**src/core/wdt_pkg.sv**
```systemverilog
// Constants for the pin-driven watchdog timer
package wdt_pkg;
  localparam logic [7:0] OFS_DIR_B = 8'h34;
  localparam logic [7:0] OFS_LVL_B = 8'h38;
  localparam logic [7:0] OFS_DIR_C = 8'h44;
  localparam logic [7:0] OFS_LVL_C = 8'h48;
  localparam int ENABLE_BIT = 0;
  localparam int SEL_LOW_BIT = 1;
  localparam int SEL_HIGH_BIT = 2;
  localparam int KICK_BIT = 7;
  localparam logic [31:0] DIR_B_RESET = 32'hFFFF_FFF8;
  localparam logic [31:0] LVL_B_RESET = 32'h0000_0001;
  localparam logic [31:0] DIR_C_RESET = 32'hFFFF_FF7F;
  localparam logic [31:0] LVL_C_RESET = 32'h0000_0000;
  localparam logic [31:0] RDATA_UNMAPPED = 32'h0000_0000;
  localparam longint unsigned CLK_HZ = 64'd40_000_000;
  localparam longint unsigned US_PER_S = 64'd1_000_000;
  localparam longint unsigned T_100MS_US = 64'd100_000;
  localparam longint unsigned T_1S_US = 64'd1_000_000;
  localparam longint unsigned T_10S_US = 64'd10_000_000;
  localparam longint unsigned T_1MIN_US = 64'd60_000_000;
  localparam longint unsigned CYC_100MS = T_100MS_US * CLK_HZ / US_PER_S;
  localparam longint unsigned CYC_1S = T_1S_US * CLK_HZ / US_PER_S;
  localparam longint unsigned CYC_10S = T_10S_US * CLK_HZ / US_PER_S;
  localparam longint unsigned CYC_1MIN = T_1MIN_US * CLK_HZ / US_PER_S;
  localparam int PULSE_W = 3;
  localparam logic [PULSE_W-1:0] PULSE_LAST = 3'h7;
  localparam logic [PULSE_W-1:0] PULSE_ZERO = 3'h0;
  localparam logic [31:0] COUNT_ZERO = 32'h0000_0000;
  localparam logic [31:0] COUNT_ONE = 32'h0000_0001;
  typedef enum logic [2:0] {
    ST_OFF = 3'b001,
    ST_RUN = 3'b010,
    ST_FIRE = 3'b100
  } wdt_state_t;
endpackage : wdt_pkg

```
**src/core/wdt_link_if.sv**
```systemverilog
// Control lines between the pin logic and the timeout core
`timescale 1ns/1ps
`default_nettype none
interface wdt_link_if;
  logic enable_n;
  logic sel_low_in;
  logic sel_high_in;
  logic kick;
  logic fire;
  modport ctrl (output enable_n, output sel_low_in, output sel_high_in, output kick, input fire);
  modport chip (input enable_n, input sel_low_in, input sel_high_in, input kick, output fire);
endinterface : wdt_link_if
`default_nettype wire

```
**src/core/pin_driven_watchdog_timer.sv**
```systemverilog
// Top of the pin-driven watchdog: pin registers, LED mirror, reset out
//
// Functional notes
// - Enabled watchdog whose period expires without a kick asserts system reset.
// - Active-low enable bit comes up 1 at power-on, watchdog disabled.
// - Clearing enable bit 0 of level register 38h starts timing at chosen period.
// - Each select pin level is inverted at the timeout core's select input.
// - After self-test, select bits shown inverted on LED0 and LED1.
// - Kick bit shown inverted on self-test LED7.
// - Enable high disables; selects 11,10,01,00 give 100 ms, 1 s, 10 s, 1 min.
// - The four control pins default to output direction at power-on.
`timescale 1ns/1ps
`default_nettype none
module pin_driven_watchdog_timer #(
  parameter logic [31:0] CYCLES_100MS = 32'(wdt_pkg::CYC_100MS),
  parameter logic [31:0] CYCLES_1S = 32'(wdt_pkg::CYC_1S),
  parameter logic [31:0] CYCLES_10S = 32'(wdt_pkg::CYC_10S),
  parameter logic [31:0] CYCLES_1MIN = 32'(wdt_pkg::CYC_1MIN)
) (
  input wire logic CLK,
  input wire logic NRST,
  input wire logic [7:0] IO_ADDR,
  input wire logic IO_WR,
  input wire logic IO_RD,
  input wire logic [31:0] IO_WDATA,
  output logic [31:0] IO_RDATA,
  input wire logic SELF_TEST_DONE,
  output logic SYS_RESET_N,
  output logic LED_SEL_LOW,
  output logic LED_SEL_HIGH,
  output logic LED_KICK,
  output logic WDT_ACTIVE
);
  import wdt_pkg::*;

  logic [31:0] dir_b_reg;
  logic [31:0] lvl_b_reg;
  logic [31:0] dir_c_reg;
  logic [31:0] lvl_c_reg;
  logic done_meta_reg;
  logic done_sync_reg;
  logic [31:0] rdata_next;

  wdt_link_if link ();

  // A pin set as input floats to its pull-up
  function automatic logic pin_level(input logic [31:0] dir, input logic [31:0] lvl, input int idx);
    pin_level = dir[idx] ? 1'b1 : lvl[idx];
  endfunction : pin_level

  // Readback shows the level actually on each pin
  function automatic logic [31:0] pin_word(input logic [31:0] dir, input logic [31:0] lvl);
    pin_word = dir | lvl;
  endfunction : pin_word

  wire logic hit_dir_b = (IO_ADDR == OFS_DIR_B);
  wire logic hit_lvl_b = (IO_ADDR == OFS_LVL_B);
  wire logic hit_dir_c = (IO_ADDR == OFS_DIR_C);
  wire logic hit_lvl_c = (IO_ADDR == OFS_LVL_C);
  wire logic wr_dir_b = IO_WR && hit_dir_b;
  wire logic wr_lvl_b = IO_WR && hit_lvl_b;
  wire logic wr_dir_c = IO_WR && hit_dir_c;
  wire logic wr_lvl_c = IO_WR && hit_lvl_c;

  wire logic enable_pin = pin_level(dir_b_reg, lvl_b_reg, ENABLE_BIT);
  wire logic select_low_pin = pin_level(dir_b_reg, lvl_b_reg, SEL_LOW_BIT);
  wire logic select_high_pin = pin_level(dir_b_reg, lvl_b_reg, SEL_HIGH_BIT);
  wire logic kick_pin = pin_level(dir_c_reg, lvl_c_reg, KICK_BIT);

  assign link.enable_n = enable_pin;
  assign link.sel_low_in = ~select_low_pin;
  assign link.sel_high_in = ~select_high_pin;
  assign link.kick = kick_pin;

  always_comb begin
    rdata_next = RDATA_UNMAPPED;
    if (hit_dir_b) begin
      rdata_next = dir_b_reg;
    end else if (hit_lvl_b) begin
      rdata_next = pin_word(dir_b_reg, lvl_b_reg);
    end else if (hit_dir_c) begin
      rdata_next = dir_c_reg;
    end else if (hit_lvl_c) begin
      rdata_next = pin_word(dir_c_reg, lvl_c_reg);
    end
  end

  watchdog_chip #(
    .CYCLES_100MS(CYCLES_100MS),
    .CYCLES_1S(CYCLES_1S),
    .CYCLES_10S(CYCLES_10S),
    .CYCLES_1MIN(CYCLES_1MIN)
  ) watchdog_chip_inst (
    .clk(CLK),
    .nrst(NRST),
    .link(link)
  );

  // Pin registers
  always_ff @(posedge CLK or negedge NRST) begin
    if (!NRST) begin
      dir_b_reg <= DIR_B_RESET;
      lvl_b_reg <= LVL_B_RESET;
      dir_c_reg <= DIR_C_RESET;
      lvl_c_reg <= LVL_C_RESET;
    end else begin
      if (wr_dir_b) begin
        dir_b_reg <= IO_WDATA;
      end
      if (wr_lvl_b) begin
        lvl_b_reg <= IO_WDATA;
      end
      if (wr_dir_c) begin
        dir_c_reg <= IO_WDATA;
      end
      if (wr_lvl_c) begin
        lvl_c_reg <= IO_WDATA;
      end
    end
  end

  // Self-test done comes from outside, synchronised first
  always_ff @(posedge CLK or negedge NRST) begin
    if (!NRST) begin
      done_meta_reg <= 1'b0;
      done_sync_reg <= 1'b0;
    end else begin
      done_meta_reg <= SELF_TEST_DONE;
      done_sync_reg <= done_meta_reg;
    end
  end

  // Registered outputs; LEDs are active high
  always_ff @(posedge CLK or negedge NRST) begin
    if (!NRST) begin
      IO_RDATA <= RDATA_UNMAPPED;
      SYS_RESET_N <= 1'b1;
      LED_SEL_LOW <= 1'b0;
      LED_SEL_HIGH <= 1'b0;
      LED_KICK <= 1'b0;
      WDT_ACTIVE <= 1'b0;
    end else begin
      if (IO_RD) begin
        IO_RDATA <= rdata_next;
      end
      SYS_RESET_N <= ~link.fire;
      LED_SEL_LOW <= done_sync_reg & ~select_low_pin;
      LED_SEL_HIGH <= done_sync_reg & ~select_high_pin;
      LED_KICK <= done_sync_reg & ~kick_pin;
      WDT_ACTIVE <= ~enable_pin;
    end
  end
endmodule : pin_driven_watchdog_timer
`default_nettype wire

```
**src/core/watchdog_chip.sv**
```systemverilog
// Timeout core: period decode, kick edge detect, reset pulse
`timescale 1ns/1ps
`default_nettype none
module watchdog_chip #(
  parameter logic [31:0] CYCLES_100MS = 32'h003D_0900,
  parameter logic [31:0] CYCLES_1S = 32'h0262_5A00,
  parameter logic [31:0] CYCLES_10S = 32'h17D7_8400,
  parameter logic [31:0] CYCLES_1MIN = 32'h8F0D_1800
) (
  input wire logic clk,
  input wire logic nrst,
  wdt_link_if.chip link
);
  import wdt_pkg::*;

  wdt_state_t state_reg, state_next;
  logic [31:0] count_reg, count_next;
  logic [PULSE_W-1:0] pulse_reg, pulse_next;
  logic kick_prev_reg;

  // Select inputs here are already inverted pin levels
  function automatic logic [31:0] period_cycles(input logic hi_in, input logic lo_in);
    case ({hi_in, lo_in})
      2'b00: period_cycles = CYCLES_100MS;
      2'b01: period_cycles = CYCLES_1S;
      2'b10: period_cycles = CYCLES_10S;
      default: period_cycles = CYCLES_1MIN;
    endcase
  endfunction : period_cycles

  wire logic [31:0] limit = period_cycles(link.sel_high_in, link.sel_low_in);
  wire logic kick_edge = link.kick ^ kick_prev_reg;
  wire logic expired = (state_reg == ST_RUN) && !kick_edge && (count_reg >= limit - COUNT_ONE);

  assign link.fire = (state_reg == ST_FIRE);

  always_comb begin
    state_next = state_reg;
    count_next = count_reg;
    pulse_next = PULSE_ZERO;
    case (state_reg)
      ST_OFF: begin
        count_next = COUNT_ZERO;
        if (!link.enable_n) begin
          state_next = ST_RUN;
        end
      end
      ST_RUN: begin
        if (link.enable_n) begin
          state_next = ST_OFF;
          count_next = COUNT_ZERO;
        end else if (kick_edge) begin
          count_next = COUNT_ZERO;
        end else if (expired) begin
          state_next = ST_FIRE;
          count_next = COUNT_ZERO;
        end else begin
          count_next = count_reg + COUNT_ONE;
        end
      end
      ST_FIRE: begin
        count_next = COUNT_ZERO;
        pulse_next = pulse_reg + 3'h1;
        if (pulse_reg == PULSE_LAST) begin
          pulse_next = PULSE_ZERO;
          state_next = link.enable_n ? ST_OFF : ST_RUN;
        end
      end
      default: begin
        state_next = ST_OFF;
        count_next = COUNT_ZERO;
      end
    endcase
  end

  always_ff @(posedge clk or negedge nrst) begin
    if (!nrst) begin
      state_reg <= ST_OFF;
      count_reg <= COUNT_ZERO;
      pulse_reg <= PULSE_ZERO;
      kick_prev_reg <= 1'b0;
    end else begin
      state_reg <= state_next;
      count_reg <= count_next;
      pulse_reg <= pulse_next;
      kick_prev_reg <= link.kick;
    end
  end
endmodule : watchdog_chip
`default_nettype wire

```
**config.mk**
```make
export PLATFORM = sky130hd
export DESIGN_NAME = pin_driven_watchdog_timer
export DESIGN_NICKNAME = d
export VERILOG_FILES = /design/src/core/wdt_pkg.sv /design/src/core/wdt_link_if.sv /design/src/core/pin_driven_watchdog_timer.sv /design/src/core/watchdog_chip.sv
export SDC_FILE = /design/constraint.sdc
export NUM_CORES = 1
export LEC_CHECK = 0
export CAP_MARGIN = 20
export CORE_ASPECT_RATIO = 0.9
export CORE_UTILIZATION = 50
export CTS_CLUSTER_SIZE = 14
export DETAILED_ROUTE_END_ITERATION = 6
export DONT_BUFFER_PORTS = 1
export PLACE_DENSITY_LB_ADDON = 0.15
export SYNTH_ARGS = -nofsm -noshare
export SYNTH_HDL_FRONTEND = slang
export SYNTH_SLANG_ARGS = --single-unit
```
**constraint.sdc**
```tcl
create_clock -name CLK -period 2.75 [get_ports CLK]
set_clock_uncertainty 0.05 [all_clocks]
set_input_delay 0.275 -clock CLK [delete_from_list [all_inputs] [get_ports CLK]]
set_output_delay 0.275 -clock CLK [all_outputs]
set_load 0.05 [all_outputs]
```
# Yosys cells after proc, flatten, opt, wreduce, memory -nomap -nowiden
# Cells that the tools add are included.
word_totals:
  register_bits: 206
  wordCells: 76
  in_bits: 45
op_classes:
  reduce_logical: 9
  n_mux: 22
  n_eq_ne: 14
  order_cmp: 1
  bitwise: 11
  n_addsub: 3
ops:
  columns: ["operator", "n"]
  rows:
  - ["$mux W32", 8]
  - ["$pmux W32 S3", 1]
  - ["$or A32 B32 Y32", 2]
  - ["$add A32 B1 Y32 const B", 1]
  - ["$ge A32 B32 Y1", 1]
  - ["$sub A32 B1 Y32 const B", 1]
  - ["$mux W3", 7]
  - ["$eq A8 B6 Y1 const B", 2]
  - ["$eq A8 B7 Y1 const B", 2]
  - ["$pmux W3 S3", 1]
  - ["$eq A3 B3 Y1 const B", 2]
  - ["$logic_and A1 B1 Y1", 6]
  - ["$not A1 Y1", 5]
  - ["$mux W1", 4]
  - ["$reduce_and A4 Y1", 1]
  - ["$add A3 B1 Y3 const B", 1]
  - ["$and A1 B1 Y1", 3]
  - ["$eq A3 B1 Y1 const B", 1]
  - ["$eq A3 B2 Y1 const B", 1]
  - ["$ne A3 B2 Y1 const B", 1]
  - ["$ne A3 B3 Y1 const B", 1]
  - ["$eq A2 B1 Y1 const B", 1]
  - ["$eq A2 B2 Y1 const B", 1]
  - ["$logic_not A2 Y1", 1]
  - ["5 further kinds", 5]

# Logic depth before layout (Yosys ltp)
# Gate-level depths: netlist of the first run.
logic_depth:
  ltp_word: 11
  mapped_depth: 11
  ltp_nobuf: 10

# Modules after synthesis
# A second synthesis of the first run with hierarchy kept.
unflattened:
  cells_unflattened: 756
  hier_area_um2: 9579.2
modules_own_cells:
  columns: ["mod", "n_inst", "area_each_um2", "cells_per_inst", "seq_area_each_um2"]
  rows:
  - ["pin_driven_watchdog_timer", 1, 6886.6, 483, 4256.6]
  - ["watchdog_chip", 1, 2692.6, 273, 977.2]

# Least setup slack after synthesis of the first run
# No wires, ideal clock.
synth_path:
  path_kind: "flip-flop to flip-flop"
  from: "register lvl_b_reg[2]"
  to: "register watchdog_chip_inst.count_reg[10]"
  n_path_buf: 1
  setup_time_ps: 136
  path_stages_with_launch: 11
  t_arrival_ps: 2508
  slack_ps: 55
  required_time_ps: 2564
  path_cell_list: "dfrtp_1 > or2_2 > inv_1 > ha_1 > inv_1 > ha_1 > nand4_1 > or3_1 > o311ai_4 > buf_2 > nor3_1"
synth_via:
  elab_chain_len: 11
synth_rtl:
  columns: ["item", "line_no", "source"]
  rows:
  - ["start, declared", "pin_driven_watchdog_timer.sv:37", "logic [31:0] lvl_b_reg;"]
  - ["start signal, assigned", "pin_driven_watchdog_timer.sv:103", "lvl_b_reg <= LVL_B_RESET;"]
  - ["start signal, assigned", "pin_driven_watchdog_timer.sv:111", "lvl_b_reg <= IO_WDATA;"]
  - ["$mux W1 *", "pin_driven_watchdog_timer.sv:48", "pin_level = dir[idx] ? 1'b1 : lvl[idx];"]
  - ["$not A1 Y1 *", "pin_driven_watchdog_timer.sv:72", "assign link.sel_high_in = ~select_high_pin;"]
  - ["$eq A2 B2 Y1 (tied with other cells)", "watchdog_chip.sv:23", "case ({hi_in, lo_in})"]
  - ["$pmux W32 S3 *", "watchdog_chip.sv:23", null]
  - ["$sub A32 B1 Y32 *", "watchdog_chip.sv:33", "wire logic expired = (state_reg == ST_RUN) && !kick_edge && (count_reg >= limit - COUNT_ONE);"]
  - ["$ge A32 B32 Y1 *", "watchdog_chip.sv:33", null]
  - ["$logic_and A1 B1 Y1 *", "watchdog_chip.sv:33", null]
  - ["$mux W32 *", "watchdog_chip.sv:54", "end else if (expired) begin"]
  - ["$mux W32 *", "watchdog_chip.sv:52", "end else if (kick_edge) begin"]
  - ["$mux W32 *", "watchdog_chip.sv:49", "if (link.enable_n) begin"]
  - ["$mux W32 *", "watchdog_chip.sv:41", "case (state_reg)"]
  - ["net watchdog_chip_inst.count_next[10]", "watchdog_chip.sv:17", "logic [31:0] count_reg, count_next;"]
  - ["end signal, assigned", "watchdog_chip.sv:84", "count_reg <= count_next;"]
  - ["end, declared", "watchdog_chip.sv:17", null]
# The timed path passes the listed nets; every way through them passes the cells marked *.
# A chain may end at the register's enable or synchronous reset.

# Final worst setup path of the first run
layout_path:
  from: "register dir_b_reg[1]"
  to: "register watchdog_chip_inst.count_reg[14]"
layout_via:
  elab_chain_len: 11
layout_rtl:
  columns: ["item", "line_no", "source"]
  rows:
  - ["start, declared", "pin_driven_watchdog_timer.sv:36", "logic [31:0] dir_b_reg;"]
  - ["start signal, assigned", "pin_driven_watchdog_timer.sv:102", "dir_b_reg <= DIR_B_RESET;"]
  - ["start signal, assigned", "pin_driven_watchdog_timer.sv:108", "dir_b_reg <= IO_WDATA;"]
  - ["$mux W1 *", "pin_driven_watchdog_timer.sv:48", null]
  - ["$not A1 Y1 *", "pin_driven_watchdog_timer.sv:71", "assign link.sel_low_in = ~select_low_pin;"]
  - ["$eq A2 B2 Y1 (tied with other cells)", "watchdog_chip.sv:23", null]
  - ["$pmux W32 S3 *", "watchdog_chip.sv:23", null]
  - ["$sub A32 B1 Y32 *", "watchdog_chip.sv:33", null]
  - ["$ge A32 B32 Y1 *", "watchdog_chip.sv:33", null]
  - ["$logic_and A1 B1 Y1 *", "watchdog_chip.sv:33", null]
  - ["$mux W32 *", "watchdog_chip.sv:54", null]
  - ["$mux W32 *", "watchdog_chip.sv:52", null]
  - ["$mux W32 *", "watchdog_chip.sv:49", null]
  - ["$mux W32 *", "watchdog_chip.sv:41", null]
  - ["net watchdog_chip_inst.count_next[14]", "watchdog_chip.sv:17", null]
# Marks and branches as above.

==> results of run 1 <==
timing repair:
| action | in CTS | in global routing |
|---|---|---|
| gates cloned | 2 | 0 |
| setup endpoints to repair | 32 | 33 |
| endpoints found under the hold margin | 367 | 206 |
| gates resized for setup | 33 | 39 |
| pin swaps | 4 | 19 |
| setup buffers | 7 | 5 |
metrics by stage:
stage / total power [W] / setup TNS [ps] / instances / util, %
after floorplan: 0.00385 / 0 / 756 / -
after CTS: 0.00711 / -223 / 1075 / 60.8
after global routing: 0.00736 / -2920 / 1077 / 61.8
final: 0.00711 / -625 / 1077 / 61.8
after detailed placement: 0.00398 / -3880 / 993 / 53.3
after global placement: 0.00395 / -1180 / 993 / 53.3
per-layer routing:
layer	share of wire [%]	track usage [%]	wire, um	vias up
li1	-	-	-	2894
met1	44	30.3	9440	3274
met2	50	38.8	10800	142
met3	4.3	3.91	926	40
met4	2.4	7.35	513	0
met5	0	0	0	-
report_power, final:
part           leakage, nW  internal (W)  switching, W
Combinational         2.01      0.000300      0.000351
Clock                0.366       0.00185       0.00115
Sequential            2.57       0.00322      0.000232
Total                 4.95       0.00537       0.00173
worst max-delay path, cell delays in order (launching register included):
cell                       delay [ps]
sky130_fd_sc_hd__dfrtp_1          380
sky130_fd_sc_hd__or2_4            290
sky130_fd_sc_hd__buf_6            130
sky130_fd_sc_hd__ha_4             280
sky130_fd_sc_hd__inv_4             40
sky130_fd_sc_hd__ha_4             260
sky130_fd_sc_hd__nand4_1          100
sky130_fd_sc_hd__or3_4            430
sky130_fd_sc_hd__o22a_1           230
sky130_fd_sc_hd__o311ai_4         100
sky130_fd_sc_hd__buf_6            180
sky130_fd_sc_hd__buf_16           150
sky130_fd_sc_hd__nor3_4            40
cells by family (layout without fill, tap and decap cells):
logic type	Yosys count	count (layout)	synth area share [%]
AND/OR/NAND/NOR	145	145	8.64
XOR/XNOR	32	32	2.97
adder cells (fa/ha/maj)	32	32	4.25
AO/OA/AOI/OAI	152	152	10.7
buffers and inverters	58	134	2.59
multiplexers	128	128	15.3
other	1	3	0.0398
flip-flops	206	206	55.5
cells in the mapped netlist (3+ instances only):
| library cell | n |
|---|---|
| sky130_fd_sc_hd__ha_1 | 32 |
| sky130_fd_sc_hd__dfstp_2 | 63 |
| sky130_fd_sc_hd__nor4_1 | 4 |
| sky130_fd_sc_hd__nor3_1 | 41 |
| sky130_fd_sc_hd__nor2_1 | 19 |
| sky130_fd_sc_hd__buf_1 | 6 |
| sky130_fd_sc_hd__a21oi_1 | 73 |
| sky130_fd_sc_hd__nand3_1 | 8 |
| sky130_fd_sc_hd__clkbuf_1 | 21 |
| sky130_fd_sc_hd__inv_1 | 20 |
| sky130_fd_sc_hd__and4_1 | 5 |
| sky130_fd_sc_hd__nand2_1 | 19 |
| sky130_fd_sc_hd__o221ai_1 | 29 |
| sky130_fd_sc_hd__or2_2 | 9 |
| sky130_fd_sc_hd__o21ai_0 | 4 |
| sky130_fd_sc_hd__nor3b_1 | 3 |
| sky130_fd_sc_hd__buf_2 | 9 |
| sky130_fd_sc_hd__xnor2_1 | 24 |
| sky130_fd_sc_hd__a31oi_1 | 4 |
| sky130_fd_sc_hd__dfrtp_1 | 143 |
| sky130_fd_sc_hd__a22oi_1 | 3 |
| sky130_fd_sc_hd__mux2_2 | 120 |
| sky130_fd_sc_hd__nand4_1 | 14 |
| sky130_fd_sc_hd__mux2_1 | 8 |
| sky130_fd_sc_hd__o21a_1 | 31 |
| sky130_fd_sc_hd__and3_1 | 5 |
| sky130_fd_sc_hd__xor2_1 | 8 |
cell type report:
class / instances / area (um^2)
fill: 1384 / 7030
sequential: 206 / 5230
multi-input combinational: 492 / 4290
timing repair buffer: 75 / 726
clock buffer: 34 / 667
tap: 245 / 307
inverter: 20 / 85.1
clock inverter: 5 / 75.1
path summary, 6_finish.rpt:
path / to / slack, ps / cells after the start
worst max-delay path: watchdog_chip_inst.count_reg[14]$_DFF_PN0_ / -40 / 12
worst min-delay path: watchdog_chip_inst.state_reg[2]$_DFFE_PN0P_ / -580 / 0
worst max register to register: watchdog_chip_inst.count_reg[14]$_DFF_PN0_ / -40 / 12
worst min register to register: done_sync_reg$_DFF_PN0_ / 300 / 0
max in group asynchronous: dir_c_reg[19]$_DFFE_PN1P_ / 2920 / 0
min in group CLK: IO_RDATA[0]$_DFFE_PN0P_ / 120 / 2
==> load_flow_metrics.sql, run 1 <==
INSERT INTO impl_metrics (metric_group, metric, value, unit) VALUES
('status', 'outcome', 'finished, violations left', ''),
('status', 'violations', 'hold timing, setup timing', ''),
('yosys', 'netlist_instances', '754', ''),
('finish', 'finish.net_count', '894', ''),
('die', 'design.die.area', '19400', 'um^2'),
('grt', 'antenna_found_initial', '0', ''),
('route', 'detailedRoute.firstPassIterationCount', '5', ''),
('grt', 'grt-ovfl-total', '0', ''),
('route', 'detail-route-antenna-nets', '0', ''),
('setup_path', 'critPathCaptureType', 'flop', ''),
('clock_tree', 'cts.root.buffer_cell', 'sky130_fd_sc_hd__clkbuf_16', ''),
('finish', 'count_of_inserted_antenna_diode_cells', '0', ''),
('grt', 'pin_count_of_the_biggest_net_entering_global_routing', '207', ''),
('clock_tree', 'clk_pin_slew_worst_setup_hold_paths', '60', 'ps'),
('sta', 'fin_ws', '-39.4', 'ps'),
('power', 'power_density', '624', 'nW/um^2'),
('setup_path', 'crit-reg2reg-launch', 'dir_b_reg[1]$_DFFE_PN0P_', ''),
('sta', 'worst_slew_pin_slew', '581', 'ps'),
('place', 'globalplace.congestion', '0.884', ''),
('clock_tree', 'clk_latency', '500', 'ps'),
('clock_tree', 'max-clock-path-buffers', '3', ''),
('finish', 'most_common_cell_after_layout_fill_and_taps_aside', 'sky130_fd_sc_hd__dfrtp_1', ''),
('yosys', 'syn_avg_cell_area', '12.5', 'um^2'),
('power', 'power_leakage', '4.95', 'nW'),
('setup_path', 'setup.worst_path.class', 'reg2reg', ''),
('route', 'dr_total_vias', '6350', ''),
('run', 'max-cap-violations', '0', ''),
('grt', 'gr-usage-all-layers', '23.0', '%'),
('yosys', 'netlist-cell-type-count', '49', ''),
('sta', 'final_hold_viol_count', '206', ''),
('yosys', 'async_set_or_reset_register_ratio_after_synthesis', '100', '%'),
('route', 'drt_wl_total', '21.7', 'mm'),
('place', 'buffer_ports.inserted', '0', ''),
('route', 'detail_route.vias_per_cell', '5.90', ''),
('sta', 'slew_headroom', '61.0', '%'),
('die', 'core', '18400', 'um^2'),
('die', 'die_height', '132', 'um'),
('clock_tree', 'tritoncts', 'done', ''),
('sta', 'max_freq', '359', 'MHz'),
('yosys', 'seq_cells_post_synth', '206', ''),
('clock_tree', 'tritoncts.num_buffers', '22', ''),
('finish', 'finish.instance_area', '11400', 'um^2'),
('finish', 'layout-drive-gt1-share', '37.9', '%'),
('setup_path', 'critical_path_source', 'dir_b_reg[1]$_DFFE_PN0P_', ''),
('yosys', 'post_synth_main_area_contributors', 'sky130_fd_sc_hd__dfrtp_1, sky130_fd_sc_hd__dfstp_2, sky130_fd_sc_hd__mux2_2', ''),
('yosys', 'dominantRegCellSynth', 'sky130_fd_sc_hd__dfrtp_1', ''),
('die', 'io_pins', '82', ''),
('yosys', 'netlist.top_cell.by_area', 'sky130_fd_sc_hd__dfrtp_1', ''),
('sta', 'hold-worst-slack', '-583', 'ps'),
('clock_tree', 'cts_hold_repair.buffers', '34', ''),
('sta', 'final-max-slew-violation-count', '0', ''),
('sta', 'setup-violations-final', '32', ''),
('yosys', 'synth_warnings', '0', ''),
('yosys', 'syn_area', '9430', 'um^2'),
('setup_path', 'crit_required', '3060', 'ps'),
('yosys', 'synth_enable_flop_cells', '0', ''),
('place', 'pre_cts_ws', '-137', 'ps'),
('power', 'irDropWorstVdd', '0.000451', 'V'),
('setup_path', 'start_kind', 'flop', ''),
('yosys', 'synthDominantCellAreaShare', '38.0', '%'),
('grt', 'grt_first_pass_wirelength', '35.8', 'mm'),
('clock_tree', 'htree_num_levels', '1', ''),
('place', 'post_place_instance_area', '9820', 'um^2'),
('die', 'die_width', '147', 'um'),
('die', 'starting_density_of_the_core', '51.2', '%'),
('sta', 'rsz0062_at_grt', 'yes', ''),
('place', 'place.detailed.hpwl', '13.4', 'mm'),
('sta', 'min_clock_period_post_route', '2790', 'ps'),
('setup_path', 'critPathArrivalTime', '3100', 'ps'),
('route', 'route.detailed.wl_per_inst', '20.1', 'um'),
('setup_path', 'critical_path_peak_fanout', '6', ''),
('route', 'drc_errors', '0', ''),
('sta', 'final_min_period_over_clock_period', '101', '%'),
('finish', 'commonest_cells_after_routing_fill_and_taps_aside', 'sky130_fd_sc_hd__dfrtp_1, sky130_fd_sc_hd__mux2_2, sky130_fd_sc_hd__a21oi_1, sky130_fd_sc_hd__dfstp_2, sky130_fd_sc_hd__buf_4', ''),
('yosys', 'synth_sequential_area_ratio', '55.5', '%'),
('finish', 'areaGrowthSynthToFinish', '20.7', '%'),
('worst_hold_path', 'min-delay-path-class', 'in2async', ''),
('die', 'placement_rows', '47', ''),
('route', 'drtIter0Drc', '419', ''),
('clock_tree', 'cts.sink_count', '206', ''),
('grt', 'via_count_of_the_first_global_routing_pass', '6855', '');
Power figures use the tool's default switching activity.
==> inputs of run 2 (changes only) <==
==> constraint.sdc (replaced) <==
create_clock -name CLK -period 2.75 [get_ports CLK]
set_clock_uncertainty 0.05 [all_clocks]
set_input_delay 0.55 -clock CLK [delete_from_list [all_inputs] [get_ports CLK]]
set_output_delay 0.55 -clock CLK [all_outputs]
set_load 0.05 [all_outputs]
==> load_flow_metrics.sql, run 2 (synthesized netlist as in run 1, its figures left out) <==
INSERT INTO impl_metrics (metric_group, metric, value, unit) VALUES
('status', 'outcome', 'finished, violations left', ''),
('status', 'violations', 'hold timing, setup timing', ''),
('route', 'detail_route.vias_per_cell', '5.89', ''),
('run', 'max-cap-violations', '0', ''),
('die', 'placement_rows', '47', ''),
('clock_tree', 'clk_pin_slew_worst_setup_hold_paths', '60', 'ps'),
('setup_path', 'critPathArrivalTime', '3060', 'ps'),
('sta', 'fin_ws', '-0.639', 'ps'),
('setup_path', 'setup.worst_path.class', 'reg2reg', ''),
('sta', 'slew_headroom', '54.4', '%'),
('clock_tree', 'clk_latency', '510', 'ps'),
('grt', 'gr-usage-all-layers', '22.9', '%'),
('power', 'power_leakage', '4.76', 'nW'),
('die', 'design.die.area', '19400', 'um^2'),
('clock_tree', 'tritoncts', 'done', ''),
('grt', 'pin_count_of_the_biggest_net_entering_global_routing', '207', ''),
('sta', 'worst_slew_pin_slew', '678', 'ps'),
('route', 'met3RoutedLength', '973', 'um'),
('route', 'wl_met2', '10.6', 'mm'),
('grt', 'antenna_found_initial', '0', ''),
('route', 'route.detailed.wl_per_inst', '20.4', 'um'),
('sta', 'setup-violations-final', '2', ''),
('finish', 'most_common_cell_after_layout_fill_and_taps_aside', 'sky130_fd_sc_hd__dfrtp_1', ''),
('finish', 'regArea', '5230', 'um^2'),
('route', 'top_signal_layer_used', 'met4', ''),
('power', 'power_density', '635', 'nW/um^2'),
('finish', 'final_core_util', '59.7', '%'),
('sta', 'final_hold_viol_count', '151', ''),
('finish', 'filler_cell_count', '1459', ''),
('route', 'drtIter0Drc', '237', ''),
('setup_path', 'critPathCaptureType', 'flop', ''),
('clock_tree', 'max-clock-path-buffers', '3', ''),
('setup_path', 'critical_path_peak_fanout', '8', ''),
('finish', 'finish.net_count', '855', ''),
('grt', 'grt-ovfl-total', '0', ''),
('clock_tree', 'tritoncts.num_buffers', '22', ''),
('clock_tree', 'cts.root.buffer_cell', 'sky130_fd_sc_hd__clkbuf_16', ''),
('die', 'die_width', '147', 'um'),
('place', 'globalplace.congestion', '0.852', ''),
('clock_tree', 'cts.sink_count', '206', ''),
('finish', 'count_of_inserted_antenna_diode_cells', '0', ''),
('die', 'io_pins', '82', ''),
('sta', 'hold-worst-slack', '-304', 'ps'),
('route', 'dr_total_vias', '6118', ''),
('finish', 'layout-drive-gt1-share', '39.5', '%'),
('power', 'report.power.total', '0.00697', 'W'),
('place', 'place.detailed.hpwl', '13.1', 'mm'),
('setup_path', 'crit_required', '3060', 'ps'),
('finish', 'commonest_cells_after_routing_fill_and_taps_aside', 'sky130_fd_sc_hd__dfrtp_1, sky130_fd_sc_hd__mux2_2, sky130_fd_sc_hd__a21oi_1, sky130_fd_sc_hd__dfstp_2, sky130_fd_sc_hd__o21a_1', ''),
('clock_tree', 'htree_num_levels', '1', ''),
('sta', 'rsz0062_at_grt', 'yes', ''),
('route', 'drc_errors', '0', ''),
('sta', 'max_freq', '364', 'MHz'),
('grt', 'via_count_of_the_first_global_routing_pass', '6662', ''),
('grt', 'grt_first_pass_wirelength', '35.4', 'mm'),
('place', 'buffer_ports.inserted', '0', ''),
('route', 'detail-route-antenna-nets', '0', ''),
('finish', 'areaGrowthSynthToFinish', '16.5', '%'),
('route', 'detailedRoute.firstPassIterationCount', '4', ''),
('sta', 'min_clock_period_post_route', '2750', 'ps'),
('power', 'irDropWorstVdd', '0.000426', 'V'),
('die', 'core', '18400', 'um^2'),
('die', 'die_height', '132', 'um'),
('sta', 'final_min_period_over_clock_period', '100', '%'),
('setup_path', 'start_kind', 'flop', ''),
('route', 'detail_route.wirelength.met1', '9.20', 'mm'),
('worst_hold_path', 'min-delay-path-class', 'in2async', ''),
('sta', 'final-max-slew-violation-count', '0', ''),
('finish', 'multi_input_area', '4270', 'um^2'),
('route', 'drt_wl_total', '21.2', 'mm'),
('die', 'starting_density_of_the_core', '51.2', '%');
-- run 2: metal layers --
metal | vias up | GRT usage, %
met1 | 3144 | 30.0
li1 | 2827 | -
met5 | - | 0
met4 | 0 | 6.31
met3 | 31 | 4.29
met2 | 116 | 39.0
-- run 2: what timing repair did --
| action | CTS | global route |
|---|---|---|
| pin swaps | 9 | 6 |
| gates resized for setup | 59 | 10 |
| buffers inserted | 7 | 2 |
| setup endpoints to repair | 32 | 33 |
| gates cloned | 3 | 0 |
| hold endpoints to repair | 206 | 206 |
-- run 2: report_power, final --
part           total (W)  switching [W]  internal (W)
logic           0.000547       0.000297      0.000251
clock network    0.00297        0.00117       0.00180
registers        0.00346       0.000232       0.00322
-- run 2: layout make-up --
type / instances / area share [%]
clock inverter: 8 / 1.22
sequential: 206 / 47.7
tap: 245 / 2.79
timing repair buffer: 36 / 3.22
inverter: 20 / 0.775
clock buffer: 32 / 5.45
multi-input combinational: 492 / 38.9
-- run 2: per-stage QoR --
stage	cells	TNS (ps)	worst slack [ps]	area, um^2
finish	1039	-1.04	-0.639	11000
global route	1039	-3640	-140	11000
detailed placement	990	-5110	-167	9800
global placement	990	-1490	-49.0	9800
floorplan	756	0	55.3	9440
CTS	1039	-23.8	-6.49	10900
-- run 2: worst paths after layout --
kind / from / to / slack (ps) / depth (start not counted)
worst max-delay path: lvl_b_reg[2]$_DFFE_PN0P_ / watchdog_chip_inst.count_reg[6]$_DFF_PN0_ / -0.6 / 12
worst min-delay path: NRST / watchdog_chip_inst.state_reg[1]$_DFFE_PN0P_ / -300 / 0
worst max register to register: lvl_b_reg[2]$_DFFE_PN0P_ / watchdog_chip_inst.count_reg[6]$_DFF_PN0_ / -0.6 / 12
worst min register to register: done_meta_reg$_DFF_PN0_ / done_sync_reg$_DFF_PN0_ / 300 / 0
max in group asynchronous: NRST / dir_c_reg[5]$_DFFE_PN1P_ / 2550 / 0
min in group CLK: SELF_TEST_DONE / done_meta_reg$_DFF_PN0_ / 20 / 0
-- run 2: critical path: stages (launching register included) --
cell and delay, ps:
sky130_fd_sc_hd__dfrtp_1 390, sky130_fd_sc_hd__or2_4 280, sky130_fd_sc_hd__ha_4 290, sky130_fd_sc_hd__inv_4 40
sky130_fd_sc_hd__ha_4 260, sky130_fd_sc_hd__nand4_1 100, sky130_fd_sc_hd__or3_4 420, sky130_fd_sc_hd__o22a_1 240
sky130_fd_sc_hd__o311ai_4 90, sky130_fd_sc_hd__buf_6 160, sky130_fd_sc_hd__buf_12 100, sky130_fd_sc_hd__buf_16 130
sky130_fd_sc_hd__nor3_2 50
